**src/hw/pdm_consts.vh**
```
// constants for the powered-device mode sequencer
`ifndef PDM_CONSTS_VH
`define PDM_CONSTS_VH
`define PDM_CLK_HZ 50000000
`define PDM_NOISE_NS 100000
`define PDM_CLASS_MAX 3'h4
`define PDM_CLASS_W 3
`define PDM_CNT_W 16
`define PDM_CNT_ZERO 16'h0000
`define PDM_CNT_ONE 16'h0001
`define PDM_ADDR_CTRL 4'h0
`define PDM_ADDR_STAT 4'h4
`define PDM_CTRL_RST 32'h00000004
`define PDM_EV_CLASS2 3'h3
`endif

```
**src/hw/pdm_sync.v**
```verilog
// two flip-flop synchroniser for pin levels
`timescale 1ns/1ns
module pdm_sync #(
    parameter W = 1
) (
    input wire sys_clk,
    input wire resetn,
    input wire [W-1:0] din,
    output reg [W-1:0] dout
);
    reg [W-1:0] meta_q;
    always @(posedge sys_clk or negedge resetn) begin
        if (!resetn) begin
            meta_q <= {W{1'b0}};
            dout <= {W{1'b0}};
        end else begin
            meta_q <= din;
            dout <= meta_q;
        end
    end
endmodule

```
**src/hw/pdm_filt.v**
```verilog
// level filter: accepts a change only after it stays stable
`timescale 1ns/1ns
`include "pdm_consts.vh"
module pdm_filt #(
    parameter [`PDM_CNT_W-1:0] STABLE = 16'h1389
) (
    input wire sys_clk,
    input wire resetn,
    input wire din,
    output reg dout
);
    reg [`PDM_CNT_W-1:0] cnt_q;
    always @(posedge sys_clk or negedge resetn) begin
        if (!resetn) begin
            cnt_q <= `PDM_CNT_ZERO;
            dout <= 1'b0;
        end else if (din == dout) begin
            cnt_q <= `PDM_CNT_ZERO;
        end else if (cnt_q >= STABLE) begin
            // RL20 stable long enough
            dout <= din;
            cnt_q <= `PDM_CNT_ZERO;
        end else begin
            cnt_q <= cnt_q + `PDM_CNT_ONE;
        end
    end
endmodule

```
**src/hw/pdm_seq.v**
```verilog
// Summary of operation
// RL1 - sourcing end probes twice, 1V apart, inside 2.7V to 10.1V window.
// RL2 - two-event classification recognised drives the source-type flag high.
// RL3 - single classification event keeps flag low, source treated Type 1.
// RL4 - pulses up to 100us during classification are rejected.
// RL5 - Type 1 source classifies holding 14.5V to 20.5V and measuring current.
// RL6 - class 4 setting needed for Type 2 recognition.
// RL7 - class current select follows the programmed class selection.
// RL8 - class current is switched off once classification ends.
// RL9 - class, mark, class, mark, class sequence answered event by event.
// RL10 - idle after classification, waiting for the on threshold.
// RL11 - reaching the turn-on threshold enters on, full power to converter.
// RL12 - local-power sense has hysteresis between high and low thresholds.
// RL13 - local power opens line hot-swap switch, converter keeps running.
// RL14 - local power wins over line power whatever the voltages.
// RL15 - local power removed returns to line power if present.
// RL16 - supply below 2.7V enters reset, power off, back to pre-detection.
// RL17 - modes run reset, detection, classification, idle, on in order.
// RL18 - flag stays high until reset or power-down.
// RL19 - local-power sense forces the flag high always.
// RL20 - filter accepts class or mark change only after stable period.
// RL21 - comparator and sense levels synchronised before use.
`timescale 1ns/1ns
`include "pdm_consts.vh"
module pdm_seq #(
    parameter NOISE_CYC = ((`PDM_NOISE_NS / 1000) * (`PDM_CLK_HZ / 1000000)) + 1
) (
    input wire sys_clk,
    input wire resetn,
    input wire above_reset_lvl,
    input wire above_detect_lvl,
    input wire in_class_band,
    input wire in_mark_band,
    input wire above_on_lvl,
    input wire lp_above_high,
    input wire lp_above_low,
    input wire [2:0] class_set_resistor_pin,
    input wire [3:0] avs_address,
    input wire avs_read,
    input wire avs_write,
    input wire [31:0] avs_writedata,
    input wire [3:0] avs_byteenable,
    output reg [31:0] avs_readdata,
    output wire avs_waitrequest,
    output reg type2_source_flag,
    output reg local_power_sense,
    output reg class_current_en,
    output reg [2:0] class_current_sel,
    output reg detect_sig_en,
    output reg switched_line_supply_out,
    output reg converter_en,
    output reg [4:0] mode
);
    localparam [4:0] ST_RESET = 5'h01;
    localparam [4:0] ST_DET = 5'h02;
    localparam [4:0] ST_CLASS = 5'h04;
    localparam [4:0] ST_IDLE = 5'h08;
    localparam [4:0] ST_ON = 5'h10;

    wire [6:0] sync_out;
    wire rst_ok, det_ok, cls_raw, mark_raw, on_ok, lp_hi, lp_lo;
    wire cls_f, mark_f;
    reg [4:0] state_q, state_d;
    reg [2:0] ev_q, ev_d;
    reg cls_prev_q, flag_q, flag_d, soft_rst_q;
    reg [2:0] class_cfg_q;
    wire [2:0] cls_pin_s;

    // RL21 sync comparators
    pdm_sync #(.W(7)) u_sync (
        .sys_clk(sys_clk),
        .resetn(resetn),
        .din({above_reset_lvl, above_detect_lvl, in_class_band, in_mark_band, above_on_lvl,
              lp_above_high, lp_above_low}),
        .dout(sync_out)
    );
    assign {rst_ok, det_ok, cls_raw, mark_raw, on_ok, lp_hi, lp_lo} = sync_out;

    // RL21 sync class pin
    pdm_sync #(.W(3)) u_sync_cls (
        .sys_clk(sys_clk),
        .resetn(resetn),
        .din(class_set_resistor_pin),
        .dout(cls_pin_s)
    );

    // RL4 filter class band
    pdm_filt #(.STABLE(NOISE_CYC[`PDM_CNT_W-1:0])) u_fcls (
        .sys_clk(sys_clk),
        .resetn(resetn),
        .din(cls_raw),
        .dout(cls_f)
    );
    // RL4 filter mark band
    pdm_filt #(.STABLE(NOISE_CYC[`PDM_CNT_W-1:0])) u_fmark (
        .sys_clk(sys_clk),
        .resetn(resetn),
        .din(mark_raw),
        .dout(mark_f)
    );

    function is_reg;
        input [3:0] a;
        input [3:0] off;
        begin
            is_reg = (a == off);
        end
    endfunction

    // RL12 hysteresis on sense
    always @(posedge sys_clk or negedge resetn) begin
        if (!resetn) begin
            local_power_sense <= 1'b0;
        end else if (lp_hi) begin
            local_power_sense <= 1'b1;
        end else if (!lp_lo) begin
            local_power_sense <= 1'b0;
        end
    end

    always @* begin
        state_d = state_q;
        ev_d = ev_q;
        flag_d = flag_q;
        case (state_q)
            ST_RESET: begin
                ev_d = 3'h0;
                flag_d = 1'b0;
                // RL17 leave reset
                if (rst_ok) begin
                    state_d = ST_DET;
                end
            end
            ST_DET: begin
                if (det_ok) begin
                    state_d = ST_CLASS;
                end
            end
            ST_CLASS: begin
                // RL9 count class entries
                if (cls_f && !cls_prev_q && ev_q != 3'h7) begin
                    ev_d = ev_q + 3'h1;
                end
                if (on_ok) begin
                    state_d = ST_IDLE;
                end else if (!cls_f && !mark_f && !det_ok) begin
                    state_d = ST_DET;
                end
                // RL2 two-event seen
                if (ev_q >= 3'h2 || (cls_f && !cls_prev_q && ev_q == 3'h1)) begin
                    flag_d = 1'b1;
                end
            end
            ST_IDLE: begin
                // RL11 turn on
                if (on_ok) begin
                    state_d = ST_ON;
                end
            end
            ST_ON: begin
                if (!on_ok && !det_ok) begin
                    state_d = ST_DET;
                end
            end
            default: begin
                state_d = ST_RESET;
            end
        endcase
        // RL16 undervoltage reset
        if (!rst_ok || soft_rst_q) begin
            state_d = ST_RESET;
        end
    end

    always @(posedge sys_clk or negedge resetn) begin
        if (!resetn) begin
            state_q <= ST_RESET;
            ev_q <= 3'h0;
            flag_q <= 1'b0;
            cls_prev_q <= 1'b0;
        end else begin
            state_q <= state_d;
            ev_q <= ev_d;
            // RL18 sticky flag
            flag_q <= flag_d;
            cls_prev_q <= cls_f;
        end
    end

    // outputs registered
    always @(posedge sys_clk or negedge resetn) begin
        if (!resetn) begin
            type2_source_flag <= 1'b0;
            class_current_en <= 1'b0;
            class_current_sel <= 3'h0;
            detect_sig_en <= 1'b0;
            switched_line_supply_out <= 1'b0;
            converter_en <= 1'b0;
            mode <= ST_RESET;
        end else begin
            mode <= state_d;
            // RL19 RL3 flag with override
            type2_source_flag <= flag_d | local_power_sense;
            detect_sig_en <= (state_d == ST_DET);
            // RL8 RL10 class current only in class
            class_current_en <= (state_d == ST_CLASS) && (cls_f || ev_d == 3'h0);
            // RL7 RL6 selected class
            class_current_sel <= class_cfg_q;
            // RL13 RL14 RL15 local power priority
            switched_line_supply_out <= (state_d == ST_ON) && !local_power_sense;
            converter_en <= (state_d == ST_ON) || local_power_sense;
        end
    end

    // class select: pin setting, capped at class 4, software may override
    reg ovr_q;
    reg [2:0] ovr_cls_q;
    always @(posedge sys_clk or negedge resetn) begin
        if (!resetn) begin
            class_cfg_q <= 3'h0;
        end else if (ovr_q) begin
            class_cfg_q <= ovr_cls_q;
        end else if (cls_pin_s > `PDM_CLASS_MAX) begin
            class_cfg_q <= `PDM_CLASS_MAX;
        end else begin
            class_cfg_q <= cls_pin_s;
        end
    end

    // one wait state on reads, so registered data stands when waitrequest drops
    reg rd_wait_q;
    assign avs_waitrequest = avs_read && !rd_wait_q;
    always @(posedge sys_clk or negedge resetn) begin
        if (!resetn) begin
            rd_wait_q <= 1'b0;
            ovr_q <= 1'b0;
            ovr_cls_q <= 3'h0;
            soft_rst_q <= 1'b0;
            avs_readdata <= 32'h00000000;
        end else begin
            rd_wait_q <= avs_read && !rd_wait_q;
            if (avs_write && is_reg(avs_address, `PDM_ADDR_CTRL) && avs_byteenable[0]) begin
                ovr_cls_q <= (avs_writedata[2:0] > `PDM_CLASS_MAX) ? `PDM_CLASS_MAX : avs_writedata[2:0];
                ovr_q <= avs_writedata[3];
                soft_rst_q <= avs_writedata[4];
            end
            if (avs_read && !rd_wait_q) begin
                if (is_reg(avs_address, `PDM_ADDR_CTRL)) begin
                    avs_readdata <= {27'h0, soft_rst_q, ovr_q, ovr_cls_q};
                end else if (is_reg(avs_address, `PDM_ADDR_STAT)) begin
                    avs_readdata <= {16'h0, 1'b0, class_cfg_q, ev_q, local_power_sense,
                                     type2_source_flag, 2'h0, state_q};
                end else begin
                    avs_readdata <= 32'h00000000;
                end
            end
        end
    end
endmodule

```
**config.mk**
```make
export PLATFORM = sky130hd
export DESIGN_NAME = pdm_seq
export DESIGN_NICKNAME = d
export VERILOG_FILES = /design/src/hw/pdm_sync.v /design/src/hw/pdm_filt.v /design/src/hw/pdm_seq.v
export VERILOG_INCLUDE_DIRS = /design/src /design/src/hw
export SDC_FILE = /design/constraint.sdc
export NUM_CORES = 1
export LEC_CHECK = 0
export ABC_AREA = 1
export BUFFER_PORTS_ARGS = -buffer_cell sky130_fd_sc_hd__buf_4
export CAP_MARGIN = 15
export CELL_PAD_IN_SITES_DETAIL_PLACEMENT = 1
export CELL_PAD_IN_SITES_GLOBAL_PLACEMENT = 2
export CORE_MARGIN = 4
export CORE_UTILIZATION = 25
export CTS_BUF_LIST = sky130_fd_sc_hd__clkbuf_16
export DETAILED_ROUTE_END_ITERATION = 12
export PLACE_DENSITY_LB_ADDON = 0.08
export SYNTH_ARGS = -nofsm -noshare
export SYNTH_HDL_FRONTEND = slang
export SYNTH_HIERARCHICAL = 1
export SYNTH_SLANG_ARGS = --single-unit
```
**constraint.sdc**
```tcl
create_clock -name sys_clk -period 2.5 [get_ports sys_clk]
set_clock_uncertainty 0.15 [all_clocks]
set_input_delay 0.5 -clock sys_clk [delete_from_list [all_inputs] [get_ports sys_clk]]
set_output_delay 0.5 -clock sys_clk [all_outputs]
set_load 0.01 [all_outputs]
```
==> run summary <==
Leakage power: 2.40 nW
Worst R2R End: class_current_en$_DFF_PN0_
Compound-gate portion of the synthesized area: 0.0454
Hold slack: 0.104 ns
HP Start: above_on_lvl
Die Outline Area: 19300 um2
Nets@finish: 601
Wire length of the first global-routing pass: 17000 um
Clk sink count: 95
Avg Vias per Cell: 4.07
Drt first pass iters: 4
Total number of H-tree levels: 3
# IOs: 101
Main combinational cell family by area after synthesis: simple AND/OR/NAND/NOR gates
Post-cts resize count: 0
Post-CTS Setup Inserts: 0
Clock-pin slew on the worst setup and hold paths: 0.07 ns
Final antenna diode count: 0
Initial Utilization: 0.257
Met2 layer usage reported by global route: 0.175
Total of buffers placed on input and output ports: 51
IR drop worst, VDD: 315 uV
Worst hold endpoint: u_sync/meta_q[2]$_DFF_PN0_
Total design power: 0.00329 W
Floorplan core area: 16700 um2
Fill cell instance count of the final layout: 1999
Post-Place Cells: 745
Required time of the critical path: 2.59 ns
RD Place Congestion: 0.721
Maximum clock frequency: 535 MHz
Clock period minus worst slack: 1.87 ns
Adder and majority cell fraction of the synthesized area: 0.0291
Routed length per placed instance: 13.1 um
Top_reg_cell synth: sky130_fd_sc_hd__dfrtp_1
Antenna violations before repair: 0
Min-delay worst type: input port to flop
PwrDens: 632 nW/um2
Minimum setup slack among reg-to-reg paths: 0.63 ns
Crit path DAT: 1.97 ns
Die X: 139 um
Number of global-route vias before repair: 3253
Synth async-reset ratio: 1.00
Slew at the pin closest to its max-slew limit: 0.558 ns
Residual DRC: 0
Antenna viol nets, final: 0
Combined area of all synthesized cells: 4300 um2
Worst Setup Start Kind: flop
Setup repair after global routing missed its margin: false
Number of synthesized register bits: 95
Buffer type at the clock tree root: sky130_fd_sc_hd__clkbuf_16
Clock tree from TritonCTS: yes
Worst reg2reg startpoint: ev_q[0]$_DFF_PN0_
Worst Setup Slack, final: 0.629 ns
Total number of vias: 3105
Count of different cell masters after synthesis: 31
Max-cap violations: 0
Count of flip-flops with a built-in enable after synthesis: 0
# rows: 47
Met1 Usage GRT: 0.145
Detailed-placement wirelength estimate: 7410 um
Synthesized netlist cell count: 471
Overflow after GRT: 0
Global route hottest layer: met2
Area overhead of the layout relative to synthesis: 21.0%
Category of the most critical setup path: flop to flop
Clock network latency to the later pin of the worst-skew pair: 0.35 ns
Avg Inst Size Synth: 9.12 um2
Hold Path Cell Cnt: 1
Final non-filler cell total: 762
Critical path capture point type: flop
Post-synthesis simple-gate area fraction: 0.247
Xor and xnor area share after synthesis: 0.0326
Warning count from the yosys run: 6
Clock tree buffer depth: 2
Register area share after synthesis: 0.554
Worst-path fanout max: 5
Total Neg Setup Slack: 0 ns
Final Hold Fails: 0
Share of post-route cells with drive strength above 1: 0.199
Worst setup slack after placement: 0.611 ns
Number of clock buffers inserted by TritonCTS: 9
Setup-violating endpoint count in the final report: 0
Run status: finished, final reports clean
Met3 Resource Use GR: 0.0369
Initial drt markers: 131
Final Routed Wirelength: 9990 um
Vertical die dimension: 139 um
Total routing resource utilization after global routing: 0.110
Final critical-path share of the clock period: 0.748
Pin count of the biggest net entering global routing: 41
Number of pins exceeding their max-slew limit in the final report: 0
Worst Reg2Reg Path Length in Cells: 12
Multiplexer area fraction after synthesis: 0
Slew Limit Headroom: 0.627
==> sequential cells by signal, summed over array words and instances (netlist names), 3 cells and up <==
signal and flops:
avs_readdata 13, class_cfg_q 3, class_current_sel 3, ev_q 3, mode 5, ovr_cls_q 3, u_fcls/cnt_q 16, u_fmark/cnt_q 16
u_sync/dout 7, u_sync/meta_q 7, u_sync_cls/dout 3, u_sync_cls/meta_q 3
==> worst max-delay path by stage <==
stage,endpoint,depth (start not counted),startpoint
detailed placement,avs_readdata[1]$_DFFE_PN0P_,6,avs_address[1]
finish,class_current_en$_DFF_PN0_,12,ev_q[0]$_DFF_PN0_
CTS,class_current_en$_DFF_PN0_,12,ev_q[0]$_DFF_PN0_
floorplan,class_current_en$_DFF_PN0_,12,ev_q[0]$_DFF_PN0_
global placement,class_current_en$_DFF_PN0_,12,ev_q[0]$_DFF_PN0_
global route,class_current_en$_DFF_PN0_,12,ev_q[0]$_DFF_PN0_
==> repair_timing <==
item	in CTS	in global routing
hold buffers	1	0
endpoints found under the hold margin	24	0
endpoints found under the setup margin	0	0
==> cell families after synthesis <==
kind of cell	count (synthesis)
compound gates	33
xor+xnor	16
fa+ha+maj	10
buf+inv	79
flops	95
other cells	3
simple gates	235
==> cells in the final DEF, fill, tap and decap left out, drive strengths merged, types with 8 or more instances in the layout <==
master and instances:
inv 57, o21ai 16, xor2 12, buf 56
dfrtp 94, nand4 8, clkbuf 9, nand2 107
nand3 32, ha 10, nor2 86, conb 25
==> critical path, stage by stage, from the launching register on <==
cell and delay [ns]:
sky130_fd_sc_hd__dfrtp_1 0.44, sky130_fd_sc_hd__ha_1 0.22, sky130_fd_sc_hd__ha_1 0.17, sky130_fd_sc_hd__inv_1 0.11, sky130_fd_sc_hd__nand3_1 0.13, sky130_fd_sc_hd__nand2_1 0.09, sky130_fd_sc_hd__nand3_1 0.11, sky130_fd_sc_hd__nand2_1 0.10
sky130_fd_sc_hd__inv_1 0.04, sky130_fd_sc_hd__nand2_1 0.06, sky130_fd_sc_hd__nand2_1 0.05, sky130_fd_sc_hd__nand2_1 0.06, sky130_fd_sc_hd__nor2_1 0.04
==> synthesized netlist by cell type, types with 6 or more instances <==
cell type / count / area [um2]
sky130_fd_sc_hd__nand2_2: 8 / 50.1
sky130_fd_sc_hd__nor2_1: 68 / 255
sky130_fd_sc_hd__o21ai_0: 15 / 75.1
sky130_fd_sc_hd__inv_1: 53 / 199
sky130_fd_sc_hd__nand3_2: 6 / 60.1
sky130_fd_sc_hd__dfrtp_1: 94 / 2350
sky130_fd_sc_hd__nand3_1: 26 / 130
sky130_fd_sc_hd__nand4_1: 8 / 50.1
sky130_fd_sc_hd__buf_4: 19 / 143
sky130_fd_sc_hd__ha_1: 10 / 125
sky130_fd_sc_hd__xor2_1: 12 / 105
sky130_fd_sc_hd__nor2_2: 14 / 87.6
sky130_fd_sc_hd__nand2_1: 99 / 372
==> report_power, final <==
| part | internal [W] | switching, W |
|---|---|---|
| registers | 0.00163 | 0.0000504 |
| logic | 0.000112 | 0.000181 |
| clock network | 0.000684 | 0.000634 |
==> through the flow <==
stage,area (um2),util
final,5200,0.311
after global routing,5200,0.311
after CTS,5200,0.311
after detailed placement,4910,0.294
after global placement,4910,0.294
after floorplan,4380,-
==> metal layers <==
layer | share of wire | vias to the layer above
li1 | - | 1545
met3 | 0.039 | 5
met5 | 0 | -
met1 | 0.48 | 1506
met4 | 0.011 | 0
met2 | 0.47 | 49
==> layout make-up <==
class / instances / area (um2) / area share
Clock buffer: 9 / 225 / 0.0433
Clock inverter: 7 / 55.1 / 0.0106
Inverter: 55 / 206 / 0.0397
Multi-Input combinational cell: 319 / 1620 / 0.311
Sequential cell: 95 / 2380 / 0.457
Tap cell: 220 / 275 / 0.0529
Timing Repair Buffer: 57 / 443 / 0.0852
No activity file was read; power rests on OpenSTA's default activity.
